--- src/rtl/sfc_pkg.sv ---
/*
  constants for one synchronous fifo channel with a wishbone register file.
  assumes one clock domain; pin-level clocks arrive as sampled inputs.
*/
// Operation
// - write gate primary low stores the input word on each write clock rise
// - in programmable-flag mode writes need primary low and load high
// - dual-gate mode writes need primary low and second gate high
// - writes are ignored while the full flag is low
// - shared pin sampled at reset: high dual-gate, low offset-load mode
// - both read gates low advance and present the next word per read clock rise
// - no read and no read pointer movement while empty flag is low
// - output data is nine bits, words leave in arrival order
// - output enable low drives data outputs, high releases them
// - empty flag low when no words stored, updated on read side
// - almost-empty low at or below empty offset, default seven
// - reset clears pointers, full flags high, empty flags low
// - full flag low when storage full, updated on write side
// - almost-full low at or above depth minus full offset, default seven
package sfc_pkg;

  // ----------------------------------------------------------------
  // register map (byte addresses)
  // ----------------------------------------------------------------
  localparam logic [7:0] SFC_AE_OFS_ADR = 8'h00;
  localparam logic [7:0] SFC_AF_OFS_ADR = 8'h04;
  localparam logic [7:0] SFC_STATUS_ADR = 8'h08;
  localparam logic [7:0] SFC_IRQ_ST_ADR = 8'h0c;
  localparam logic [7:0] SFC_IRQ_MK_ADR = 8'h10;

  // ----------------------------------------------------------------
  // status fields
  // ----------------------------------------------------------------
  localparam int SFC_ST_EMPTY_N = 0;
  localparam int SFC_ST_AE_N    = 1;
  localparam int SFC_ST_FULL_N  = 2;
  localparam int SFC_ST_AF_N    = 3;
  localparam int SFC_ST_PROG    = 4;
  localparam int SFC_ST_COUNT   = 16;

  // ----------------------------------------------------------------
  // interrupt events
  // ----------------------------------------------------------------
  localparam int SFC_IRQ_W      = 4;
  localparam int SFC_EV_EMPTY   = 0;
  localparam int SFC_EV_FULL    = 1;
  localparam int SFC_EV_OVER    = 2;
  localparam int SFC_EV_UNDER   = 3;

  // ----------------------------------------------------------------
  // reset values
  // ----------------------------------------------------------------
  localparam int                 SFC_DEF_OFS = 7;
  localparam logic [SFC_IRQ_W-1:0] SFC_MASK_RST = 4'h0;

endpackage

--- src/rtl/sfc_channel.sv ---
/*
  one fifo channel: storage, pointers, flags, offset registers,
  wishbone classic slave and a level interrupt.
  assumes write and read pin clocks are sampled by clk_i and run at
  most at half its rate; depth is a power of two.
*/
module sfc_channel
  import sfc_pkg::*;
#(
  parameter int DEPTH = 256,
  parameter int DW    = 9
) (
  input  wire logic          clk_i,                 // system clock
  input  wire logic          rst_i,                 // sync reset, high
  input  wire logic          ce_i,                  // clock enable
  input  wire logic          wb_cyc_i,              // bus cycle
  input  wire logic          wb_stb_i,              // bus strobe
  input  wire logic          wb_we_i,               // bus write
  input  wire logic [7:0]    wb_adr_i,              // byte address
  input  wire logic [3:0]    wb_sel_i,              // byte enables
  input  wire logic [31:0]   wb_dat_i,              // write data
  output logic      [31:0]   wb_dat_o,              // read data
  output logic               wb_ack_o,              // acknowledge
  output logic               irq_o,                 // level interrupt
  input  wire logic          write_side_clock_i,    // write pin clock
  input  wire logic          write_gate_primary_n_i, // write gate, low
  input  wire logic          write_gate_second_or_offset_load_i, // gate2/load_n
  input  wire logic [DW-1:0] write_data_in_i,       // input word
  input  wire logic          read_side_clock_i,     // read pin clock
  input  wire logic          read_gate_first_n_i,   // read gate 1, low
  input  wire logic          read_gate_second_n_i,  // read gate 2, low
  input  wire logic          output_drive_enable_n_i, // output enable, low
  output logic      [DW-1:0] read_data_out_o,       // output word
  output logic               read_data_oe_o,        // output driven
  output logic               empty_flag_n_o,        // empty, low
  output logic               almost_empty_flag_n_o, // almost empty, low
  output logic               full_flag_n_o,         // full, low
  output logic               almost_full_flag_n_o   // almost full, low
);

  localparam int AW = $clog2(DEPTH);
  localparam logic [AW:0] DEPTH_C = (AW+1)'(DEPTH);
  localparam logic [AW:0] OFS_RST = (AW+1)'(SFC_DEF_OFS);

  // ----------------------------------------------------------------
  // helpers
  // ----------------------------------------------------------------
  // rising edge of a pin clock seen by clk_i
  function automatic logic rise(input logic cur, input logic prev);
    return cur & ~prev;
  endfunction

  // byte-lane merge of a bus write
  function automatic logic [31:0] merge(input logic [31:0] old,
                                        input logic [31:0] new_d,
                                        input logic [3:0]  sel);
    logic [31:0] r;
    r = old;
    for (int i = 0; i < 4; i++) begin
      if (sel[i]) begin
        r[i*8 +: 8] = new_d[i*8 +: 8];
      end
    end
    return r;
  endfunction

  // ----------------------------------------------------------------
  // state
  // ----------------------------------------------------------------
  logic [DW-1:0]        mem [DEPTH];
  logic [AW-1:0]        wptr_reg, wptr_next;
  logic [AW-1:0]        rptr_reg, rptr_next;
  logic [AW:0]          count_reg, count_next;
  logic [AW:0]          ae_ofs_reg, ae_ofs_next;
  logic [AW:0]          af_ofs_reg, af_ofs_next;
  logic [SFC_IRQ_W-1:0] irq_st_reg, irq_st_next;
  logic [SFC_IRQ_W-1:0] irq_mk_reg, irq_mk_next;
  logic                 prog_reg;
  logic                 wclk_prev_reg, rclk_prev_reg;
  logic [DW-1:0]        rdata_reg, rdata_next;
  logic                 oe_reg;
  logic                 ef_reg, ef_next, ae_reg, ae_next;
  logic                 ff_reg, ff_next, af_reg, af_next;
  logic [31:0]          dat_reg, dat_next;
  logic                 ack_reg, ack_next;
  logic                 irq_reg, irq_next;

  logic                 wr_edge, rd_edge, wr_ok, rd_ok, wr_go, rd_go;
  logic                 bus_req, bus_wr;
  logic [31:0]          status_w;
  logic [DW-1:0]        rd_word;
  logic [31:0]          ae_ofs_m, af_ofs_m, irq_clr_m, irq_mk_m;

  // ----------------------------------------------------------------
  // transfer decode
  // ----------------------------------------------------------------
  // pin clocks are sampled, so one edge is one qualified clk_i cycle
  assign wr_edge = rise(write_side_clock_i, wclk_prev_reg);
  assign rd_edge = rise(read_side_clock_i, rclk_prev_reg);

  // gate selection follows the mode caught at reset
  always_comb begin
    if (prog_reg) begin
      // load low means an offset access, never a data write
      wr_ok = ~write_gate_primary_n_i
              & write_gate_second_or_offset_load_i;
    end else begin
      wr_ok = ~write_gate_primary_n_i
              & write_gate_second_or_offset_load_i;
    end
  end

  assign wr_go = wr_edge & wr_ok & ff_reg;
  assign rd_ok = ~read_gate_first_n_i & ~read_gate_second_n_i;
  assign rd_go = rd_edge & rd_ok & ef_reg;
  assign rd_word = mem[rptr_reg];

  // ----------------------------------------------------------------
  // pointers, count and flags
  // ----------------------------------------------------------------
  // flags are computed from next values so they never lag the count
  always_comb begin
    wptr_next  = wptr_reg;
    rptr_next  = rptr_reg;
    count_next = count_reg;
    rdata_next = rdata_reg;
    if (wr_go) begin
      wptr_next = wptr_reg + 1'b1;
    end
    if (rd_go) begin
      rptr_next  = rptr_reg + 1'b1;
      rdata_next = rd_word;
    end
    case ({wr_go, rd_go})
      2'b10:   count_next = count_reg + 1'b1;
      2'b01:   count_next = count_reg - 1'b1;
      default: count_next = count_reg;
    endcase
    ef_next = (count_next != '0);
    ff_next = (count_next != DEPTH_C);
    ae_next = (count_next > ae_ofs_next);
    af_next = (count_next < (DEPTH_C - af_ofs_next));
  end

  // storage write; no reset needed on the array itself
  always_ff @(posedge clk_i) begin
    if (!rst_i && ce_i && wr_go) begin
      mem[wptr_reg] <= write_data_in_i;
    end
  end

  // ----------------------------------------------------------------
  // register file and interrupt
  // ----------------------------------------------------------------
  assign bus_req = wb_cyc_i & wb_stb_i & ~ack_reg;
  assign bus_wr  = bus_req & wb_we_i;

  // byte-lane merges, sliced where used since a call result cannot be sliced
  assign ae_ofs_m  = merge(32'(ae_ofs_reg), wb_dat_i, wb_sel_i);
  assign af_ofs_m  = merge(32'(af_ofs_reg), wb_dat_i, wb_sel_i);
  assign irq_clr_m = merge(32'h0, wb_dat_i, wb_sel_i);
  assign irq_mk_m  = merge(32'(irq_mk_reg), wb_dat_i, wb_sel_i);

  always_comb begin
    status_w = '0;
    status_w[SFC_ST_EMPTY_N] = ef_reg;
    status_w[SFC_ST_AE_N]    = ae_reg;
    status_w[SFC_ST_FULL_N]  = ff_reg;
    status_w[SFC_ST_AF_N]    = af_reg;
    status_w[SFC_ST_PROG]    = prog_reg;
    status_w[SFC_ST_COUNT +: AW+1] = count_reg;
  end

  // offsets only accept writes while load is held low in offset mode
  always_comb begin
    ae_ofs_next = ae_ofs_reg;
    af_ofs_next = af_ofs_reg;
    irq_mk_next = irq_mk_reg;
    irq_st_next = irq_st_reg;
    dat_next    = dat_reg;
    ack_next    = bus_req;
    if (bus_wr) begin
      case (wb_adr_i)
        SFC_AE_OFS_ADR: begin
          if (prog_reg && !write_gate_second_or_offset_load_i) begin
            ae_ofs_next = ae_ofs_m[AW:0];
          end
        end
        SFC_AF_OFS_ADR: begin
          if (prog_reg && !write_gate_second_or_offset_load_i) begin
            af_ofs_next = af_ofs_m[AW:0];
          end
        end
        SFC_IRQ_ST_ADR: begin
          irq_st_next = irq_st_reg & ~irq_clr_m[SFC_IRQ_W-1:0];
        end
        SFC_IRQ_MK_ADR: begin
          irq_mk_next = irq_mk_m[SFC_IRQ_W-1:0];
        end
        default: begin
        end
      endcase
    end else if (bus_req) begin
      case (wb_adr_i)
        SFC_AE_OFS_ADR: dat_next = 32'(ae_ofs_reg);
        SFC_AF_OFS_ADR: dat_next = 32'(af_ofs_reg);
        SFC_STATUS_ADR: dat_next = status_w;
        SFC_IRQ_ST_ADR: dat_next = 32'(irq_st_reg);
        SFC_IRQ_MK_ADR: dat_next = 32'(irq_mk_reg);
        default:        dat_next = 32'h0;
      endcase
    end
    // events set after the clear so a same-cycle event wins
    irq_st_next[SFC_EV_EMPTY] = irq_st_next[SFC_EV_EMPTY] | (ef_reg & ~ef_next);
    irq_st_next[SFC_EV_FULL]  = irq_st_next[SFC_EV_FULL] | (ff_reg & ~ff_next);
    irq_st_next[SFC_EV_OVER]  = irq_st_next[SFC_EV_OVER]
                                | (wr_edge & wr_ok & ~ff_reg);
    irq_st_next[SFC_EV_UNDER] = irq_st_next[SFC_EV_UNDER]
                                | (rd_edge & rd_ok & ~ef_reg);
    irq_next = |(irq_st_next & irq_mk_next);
  end

  // ----------------------------------------------------------------
  // registers
  // ----------------------------------------------------------------
  // reset wins over the clock enable so a frozen block still resets
  always_ff @(posedge clk_i) begin
    if (rst_i) begin
      prog_reg      <= ~write_gate_second_or_offset_load_i;
      wptr_reg      <= '0;
      rptr_reg      <= '0;
      count_reg     <= '0;
      ae_ofs_reg    <= OFS_RST;
      af_ofs_reg    <= OFS_RST;
      ef_reg        <= 1'b0;
      ae_reg        <= 1'b0;
      ff_reg        <= 1'b1;
      af_reg        <= 1'b1;
      rdata_reg     <= '0;
      oe_reg        <= 1'b0;
      wclk_prev_reg <= 1'b1;
      rclk_prev_reg <= 1'b1;
      irq_st_reg    <= '0;
      irq_mk_reg    <= SFC_MASK_RST;
      dat_reg       <= '0;
      ack_reg       <= 1'b0;
      irq_reg       <= 1'b0;
    end else if (ce_i) begin
      wptr_reg      <= wptr_next;
      rptr_reg      <= rptr_next;
      count_reg     <= count_next;
      ae_ofs_reg    <= ae_ofs_next;
      af_ofs_reg    <= af_ofs_next;
      ef_reg        <= ef_next;
      ae_reg        <= ae_next;
      ff_reg        <= ff_next;
      af_reg        <= af_next;
      rdata_reg     <= rdata_next;
      oe_reg        <= ~output_drive_enable_n_i;
      wclk_prev_reg <= write_side_clock_i;
      rclk_prev_reg <= read_side_clock_i;
      irq_st_reg    <= irq_st_next;
      irq_mk_reg    <= irq_mk_next;
      dat_reg       <= dat_next;
      ack_reg       <= ack_next;
      irq_reg       <= irq_next;
    end
  end

  assign read_data_out_o       = rdata_reg;
  assign read_data_oe_o        = oe_reg;
  assign empty_flag_n_o        = ef_reg;
  assign almost_empty_flag_n_o = ae_reg;
  assign full_flag_n_o         = ff_reg;
  assign almost_full_flag_n_o  = af_reg;
  assign wb_dat_o              = dat_reg;
  assign wb_ack_o              = ack_reg;
  assign irq_o                 = irq_reg;
endmodule

--- config.mk ---
export PLATFORM = sky130hd
export DESIGN_NAME = sfc_channel
export DESIGN_NICKNAME = d
export VERILOG_FILES = /design/src/rtl/sfc_pkg.sv /design/src/rtl/sfc_channel.sv
export SDC_FILE = /design/constraint.sdc
export NUM_CORES = 2
export LEC_CHECK = 0
export ABC_AREA = 0
export ABC_CLOCK_PERIOD_IN_PS = 12000
export BUFFER_PORTS_ARGS = -buffer_cell sky130_fd_sc_hd__buf_2
export CORE_AREA = 3 3 422 424
export CTS_CLUSTER_DIAMETER = 80
export DETAILED_ROUTE_END_ITERATION = 10
export DIE_AREA = 0 0 425 427
export PLACE_DENSITY = 0.69
export SYNTH_ARGS = -nofsm -noshare
export SYNTH_HDL_FRONTEND = slang
export SYNTH_SLANG_ARGS = --single-unit
--- constraint.sdc ---
create_clock -name clk_i -period 12 [get_ports clk_i]
set_input_delay 2.4 -clock clk_i [delete_from_list [all_inputs] [get_ports clk_i]]
set_output_delay 2.4 -clock clk_i [all_outputs]
set_load 0.01 [all_outputs]
# Yosys cells after proc, flatten, opt, wreduce, memory -nomap -nowiden
# Memories as Yosys holds them, arrays and structs flattened. A register that Yosys moved wholly into a read port is not among the register bits.
# Cells that the tools add are included.
[totals] regBits=93 latchBits=0 mem_bits_rw=2304 rom_bits=0 wordCells=99 memories=1
[memory_table] name="mem" depth=256 width=9 rd=1 rd_ports_with_merged_regs=1 write_ports=1 line_no="sfc_channel.sv:70" source="logic [DW-1:0] mem [DEPTH];"
[classes] n_addsub=5 n_mul=0 div=0 n_lt_le_gt_ge=2 n_eq_ne=7 n_shift=0 muxes=20 bitwise_logic=35 reduce_logical=11
[op_table] cell="$pmux 25 s5" n=1
[op_table] cell="$mux 9" n=6
[op_table] cell="$mux 4" n=6
[op_table] cell="$pmux 9 s2" n=1
[op_table] cell="$add 8x1->8 const B" n=2
[op_table] cell="$eq 8x4->1 const B" n=2
[op_table] cell="$mux 8" n=2
[op_table] cell="$and 1x1->1" n=15
[op_table] cell="$not 1->1" n=13
[op_table] cell="$add 9x1->9 const B" n=1
[op_table] cell="$gt 9x9->1" n=1
[op_table] cell="$lt 9x9->1" n=1
[op_table] cell="$ne 9x9->1 const B" n=1
[op_table] cell="$reduce_bool 9->1" n=1
[op_table] cell="$sub 9x1->9 const B" n=1
[op_table] cell="$sub 9x9->9 const A" n=1
[op_table] cell="$and 4x4->4" n=2
[op_table] cell="$eq 8x3->1 const B" n=1
[op_table] cell="$eq 8x5->1 const B" n=1
[op_table] cell="$logic_not 8->1" n=1
[op_table] cell="$mux 1" n=4
[op_table] cell="$not 4->4" n=1
[op_table] cell="$or 1x1->1" n=4
[op_table] cell="$reduce_and 2->1" n=2
[op_table] cell="6 further kinds" n=9

# Longest topological paths before layout
[logic_depth] depth_word=12 depth_mapped=18

# Least setup slack after synthesis
# OpenSTA, ideal clock, no wires.
[synth_timing] path_kind="input port to flip-flop" start="input read_gate_second_n_i" end="register ae_reg (netlist: almost_empty_flag_n_o)" setup_ps=115 arrival_ps=6343 t_required_ps=11885 setup_slack_ps=5543 stages=17 cell_sequence="nor4b_1 -> and2_1 -> ha_1 -> clkbuf_1 -> clkbuf_1 -> xor2_1 -> ha_1 -> a21boi_0 -> o22ai_1 -> o41ai_1 -> a221o_1 -> a21boi_1 -> inv_1 -> ha_1 -> nand2_1 -> nor4_1 -> a2111oi_0"
[synth_via] elab_chain_cells=7 word_cells_on_any_way=8 classes_between="1 x order compare; 2 x eq/ne; 1 x mux; 4 x bitwise"
[synth_lines] element="start: declaration" line_no="sfc_channel.sv:31" source="input wire logic read_gate_second_n_i,"
[synth_lines] element="$not 1->1 *" line_no="sfc_channel.sv:114" source="assign rd_ok = ~read_gate_first_n_i & ~read_gate_second_n_i;"
[synth_lines] element="$and 1x1->1 *" line_no="sfc_channel.sv:114"
[synth_lines] element="$and 1x1->1 * (2 in a row)" line_no="sfc_channel.sv:115" source="assign rd_go = rd_edge & rd_ok & ef_reg;"
[synth_lines] element="$eq 2x1->1 / $eq 2x2->1 (equally long branches)" line_no="sfc_channel.sv:134" source="case ({wr_go, rd_go})"
[synth_lines] element="$pmux 9 s2 *" line_no="sfc_channel.sv:134"
[synth_lines] element="via count_next[8]" line_no="sfc_channel.sv:73" source="logic [AW:0] count_reg, count_next;"
[synth_lines] element="$gt 9x9->1 *" line_no="sfc_channel.sv:141" source="ae_next = (count_next > ae_ofs_next);"
[synth_lines] element="end signal: assignment" line_no="sfc_channel.sv:255" source="ae_reg <= ae_next;"
[synth_lines] element="end: declaration" line_no="sfc_channel.sv:82" source="logic ef_reg, ef_next, ae_reg, ae_next;"
# Mark *: on every way through the listed nets, which the timed path passes. The rest lies on a longest branch.
# A chain may end at the register's enable or synchronous reset.

# Final worst setup path
# Same ends and word-level chain as after synthesis.

==> results.toml <==
[routing]
wl_per_cell_microns = 32.1
final_antenna_net_count = 0
routed_wl_mm = 231
vias_per_cell = 6.49
vias = 46800
dr.pass1.iters = 10
drc = 0
drt-initial-drc-count = 5868

[floorplan]
ioPinCount = 114
core_sq_um = 174000
die_y_microns = 427
rows = 153
die_x_microns = 425
start_util_pct = 53.9
dieArea_sq_um = 181000

[timing]
timing.final.crit_share_pct = 51.7
min_period_ns = 6.20
fin_tns_setup_ns = 0
hold_viol = 0
max_freq_mhz = 161
worst-slew-pin-transition_ns = 1.49
holdWs_ns = 0.453
setup_viol = 0
finClkSkew_ns = 0.0717
slew_viol_final = 1
rsz0062_at_grt = "false"
max_slew_margin_pct = -1.91

[cells_and_area]
largest_reg_flops = 2304
seq_area_sq_um = 71000
regMostFlops = "mem"
drive_above_1_share_pct = 22.8
multiInputGateArea_sq_um = 21500
final_nets = 4767
final_cells = 7200
fillers = 12200
area_growth_pct = 10.6

[grt]
antenna_found_initial = 8
grt_pass1_wl_mm = 333
grt_overflow_total = 0
grt_max_degree = 145
grt_usage_pct = 25.6
grt_pass1_vias = 46000

[logic_synthesis]
synthDistinctLibCells = 86
ys_ff_latch = 2392
synth_area_sq_um = 93900
avgSynthCellArea_sq_um = 20.6
synthArstFlopShare_pct = 0
yosys_warnings = 0
ys_seq_area_share_pct = 75.5
synth-edff-count = 2305
synth_flop_cell = "edfxtp_1"
yosys-top-cells-area = "edfxtp_1 74%, mux4_2 14%, dfxtp_1 1.9%"
yosysTopAreaCell = "edfxtp_1"
synth.top_cell.area_share_pct = 73.7
syn_inst = 4568

[cts]
post-cts-setup-buffer-count = 0
cts_sinks = 2392
clock_latency_ns = 0.88
clockRootBuffer = "clkbuf_16"
cts_tree = "yes"
hold_buffers = 0
cts.clk_slew.worst_paths_ns = 0.06
cts_buffers = 229
cts_max_level = 4
cts_resized = 0
clockBufferDepth = 3

[outcome]
violations = "capacitance limit, slew limit"
status = "complete, but fails checks"

[setup_path]
start_kind = "input port"
cp.arrival_ns = 6.90
crit_fanout = 26
crit_family = "compound AO/OA/AOI/OAI gates"
end_kind = "register"
required_ns = 12.70
crit_buf_inv = 3
cp_cell_sequence = "buf_2 > nor4b_1 > buf_4 > and2_1 > ha_1 > xor2_1 > ha_1 > a21boi_0 > o22ai_1 > o41ai_1 > a221o_1 > a21boi_1 > inv_1 > ha_1 > nand2_1 > nor4_1 > a2111oi_0"
cp_slowest_cell = "ha_1"
critPathKind = "in2reg"
cp_common_cell = "ha_1"
max_stage_delay_ns = 0.70

[power]
ir_worst_vdd_v = 0.000129
p_leak_nw = 31.3
powerDensity_nw_per_um2 = 157

[run]
maxCapViolations = 1

[place]
routabilityCongestion = 0.921
io_buffer_count = 74
hpwl_mm = 135
post-place-cells = 6770

[worst_hold_path]
hp-class = "reg2reg"
## where the power goes
part	internal, mW	switching [mW]	total (mW)
logic	0.0298	0.173	0.203
registers	9.15	0.00493	9.15
clock network	3.83	3.10	6.93
total	13.0	3.28	16.3
## synthesized netlist by cell type (6+ instances only)
| cell | n |
|---|---|
| edfxtp_1 | 2305 |
| mux4_2 | 604 |
| nor2_1 | 366 |
| nand2_1 | 133 |
| clkbuf_1 | 126 |
| dfxtp_1 | 87 |
| a22oi_1 | 84 |
| buf_2 | 76 |
| a21oi_1 | 69 |
| mux2i_1 | 68 |
| a22o_1 | 59 |
| buf_4 | 52 |
| a221oi_1 | 51 |
| nor2b_1 | 34 |
| o21ai_0 | 29 |
| nand3_1 | 28 |
| mux2_2 | 26 |
| ha_1 | 25 |
| o22ai_1 | 25 |
| buf_1 | 24 |
| inv_1 | 19 |
| nor3_1 | 18 |
| xor2_1 | 18 |
| xnor2_1 | 15 |
| a211oi_1 | 13 |
| and3_1 | 13 |
| o221ai_1 | 12 |
| nand4_1 | 11 |
| buf_6 | 10 |
| a2111oi_0 | 9 |
| nand2b_1 | 9 |
| nand3b_1 | 9 |
| or3_1 | 9 |
| and2_1 | 8 |
| a21o_1 | 7 |
| a31oi_1 | 7 |
| o211ai_1 | 7 |
| nor3b_1 | 6 |
| nor4_1 | 6 |
## path summary, 6_finish.rpt
kind	cells after the start	slack [ns]	endpoint	start
worst max-delay path	17	5.80	almost_empty_flag_n_o$_SDFFE_PP0P_	read_gate_second_n_i
worst min-delay path	2	0.45	wb_dat_o[17]$_SDFFE_PP0P_	wb_dat_o[17]$_SDFFE_PP0P_
worst max register to register	8	6.94	read_data_out_o[1]$_SDFFE_PP0P_	rptr_reg[1]$_SDFFE_PP0P_
worst min register to register	2	0.45	wb_dat_o[17]$_SDFFE_PP0P_	wb_dat_o[17]$_SDFFE_PP0P_
## per-layer routing
layer | global-route usage (%) | up-vias | routed length [microns] | share of wire [%]
met5 | 0 | - | 0 | 0
met3 | 5.43 | 442 | 22000 | 9.5
met4 | 9.86 | 0 | 9290 | 4.0
met2 | 39.5 | 2364 | 110000 | 47
li1 | - | 19200 | - | -
met1 | 36.5 | 24800 | 90200 | 39
## cells in the final DEF (no fill, tap or decap), types with 26 or more instances in the layout
cell / n
a21oi_1: 69
nor2_1: 365
mux2_2: 26
buf_2: 65
a22oi_1: 84
clkbuf_1: 59
clkinv_1: 70
mux4_2: 604
edfxtp_1: 2305
mux2i_1: 68
dfxtp_1: 81
o21ai_0: 29
buf_4: 71
clkbuf_16: 229
a221oi_1: 51
a22o_1: 59
clkinv_2: 29
nand2_1: 128
nor2b_1: 32
nand3_1: 28
## layout make-up
class	count	share of cell area, %
antenna	6	0.0145
clock buffer	292	5.78
clock inverter	132	1.16
inverter	20	0.0723
multi-input combinational	1880	20.7
sequential	2392	68.3
tap	2325	2.80
timing repair buffer	153	1.10
## logic make-up (layout without fill, tap and decap cells)
| logic type | Yosys count | after routing | synth area share, % |
|---|---|---|---|
| other | 1 | 20 | 0.00399 |
| multiplexers | 698 | 698 | 15.5 |
| buffers and inverters | 309 | 597 | 1.64 |
| XOR/XNOR | 33 | 33 | 0.308 |
| AND/OR/NAND/NOR | 682 | 682 | 3.27 |
| adder cells (fa/ha/maj) | 26 | 26 | 0.345 |
| AO/OA/AOI/OAI | 427 | 427 | 3.37 |
| flip-flops | 2392 | 2392 | 75.5 |
## metrics by stage
stage,setup WS (ns),power [mW],utilization [%],cell area [sq um]
5_1_grt,5.28,16.7,59.6,104000
3_5_place_dp,5.03,9.54,55.5,96600
2_1_floorplan,5.54,9.38,-,94000
4_1_cts,5.90,16.4,59.6,104000
6_report,5.80,16.3,59.6,104000
3_3_place_gp,5.03,9.53,55.5,96600
## worst min-delay path, delay by kind of cell, from the launching register on
family           cells  cell delay [ns]
AO/OA/AOI/OAI        1             0.05
flip-flops           1             0.31
AND/OR/NAND/NOR      1             0.05
(Power assumes the default switching activity.)
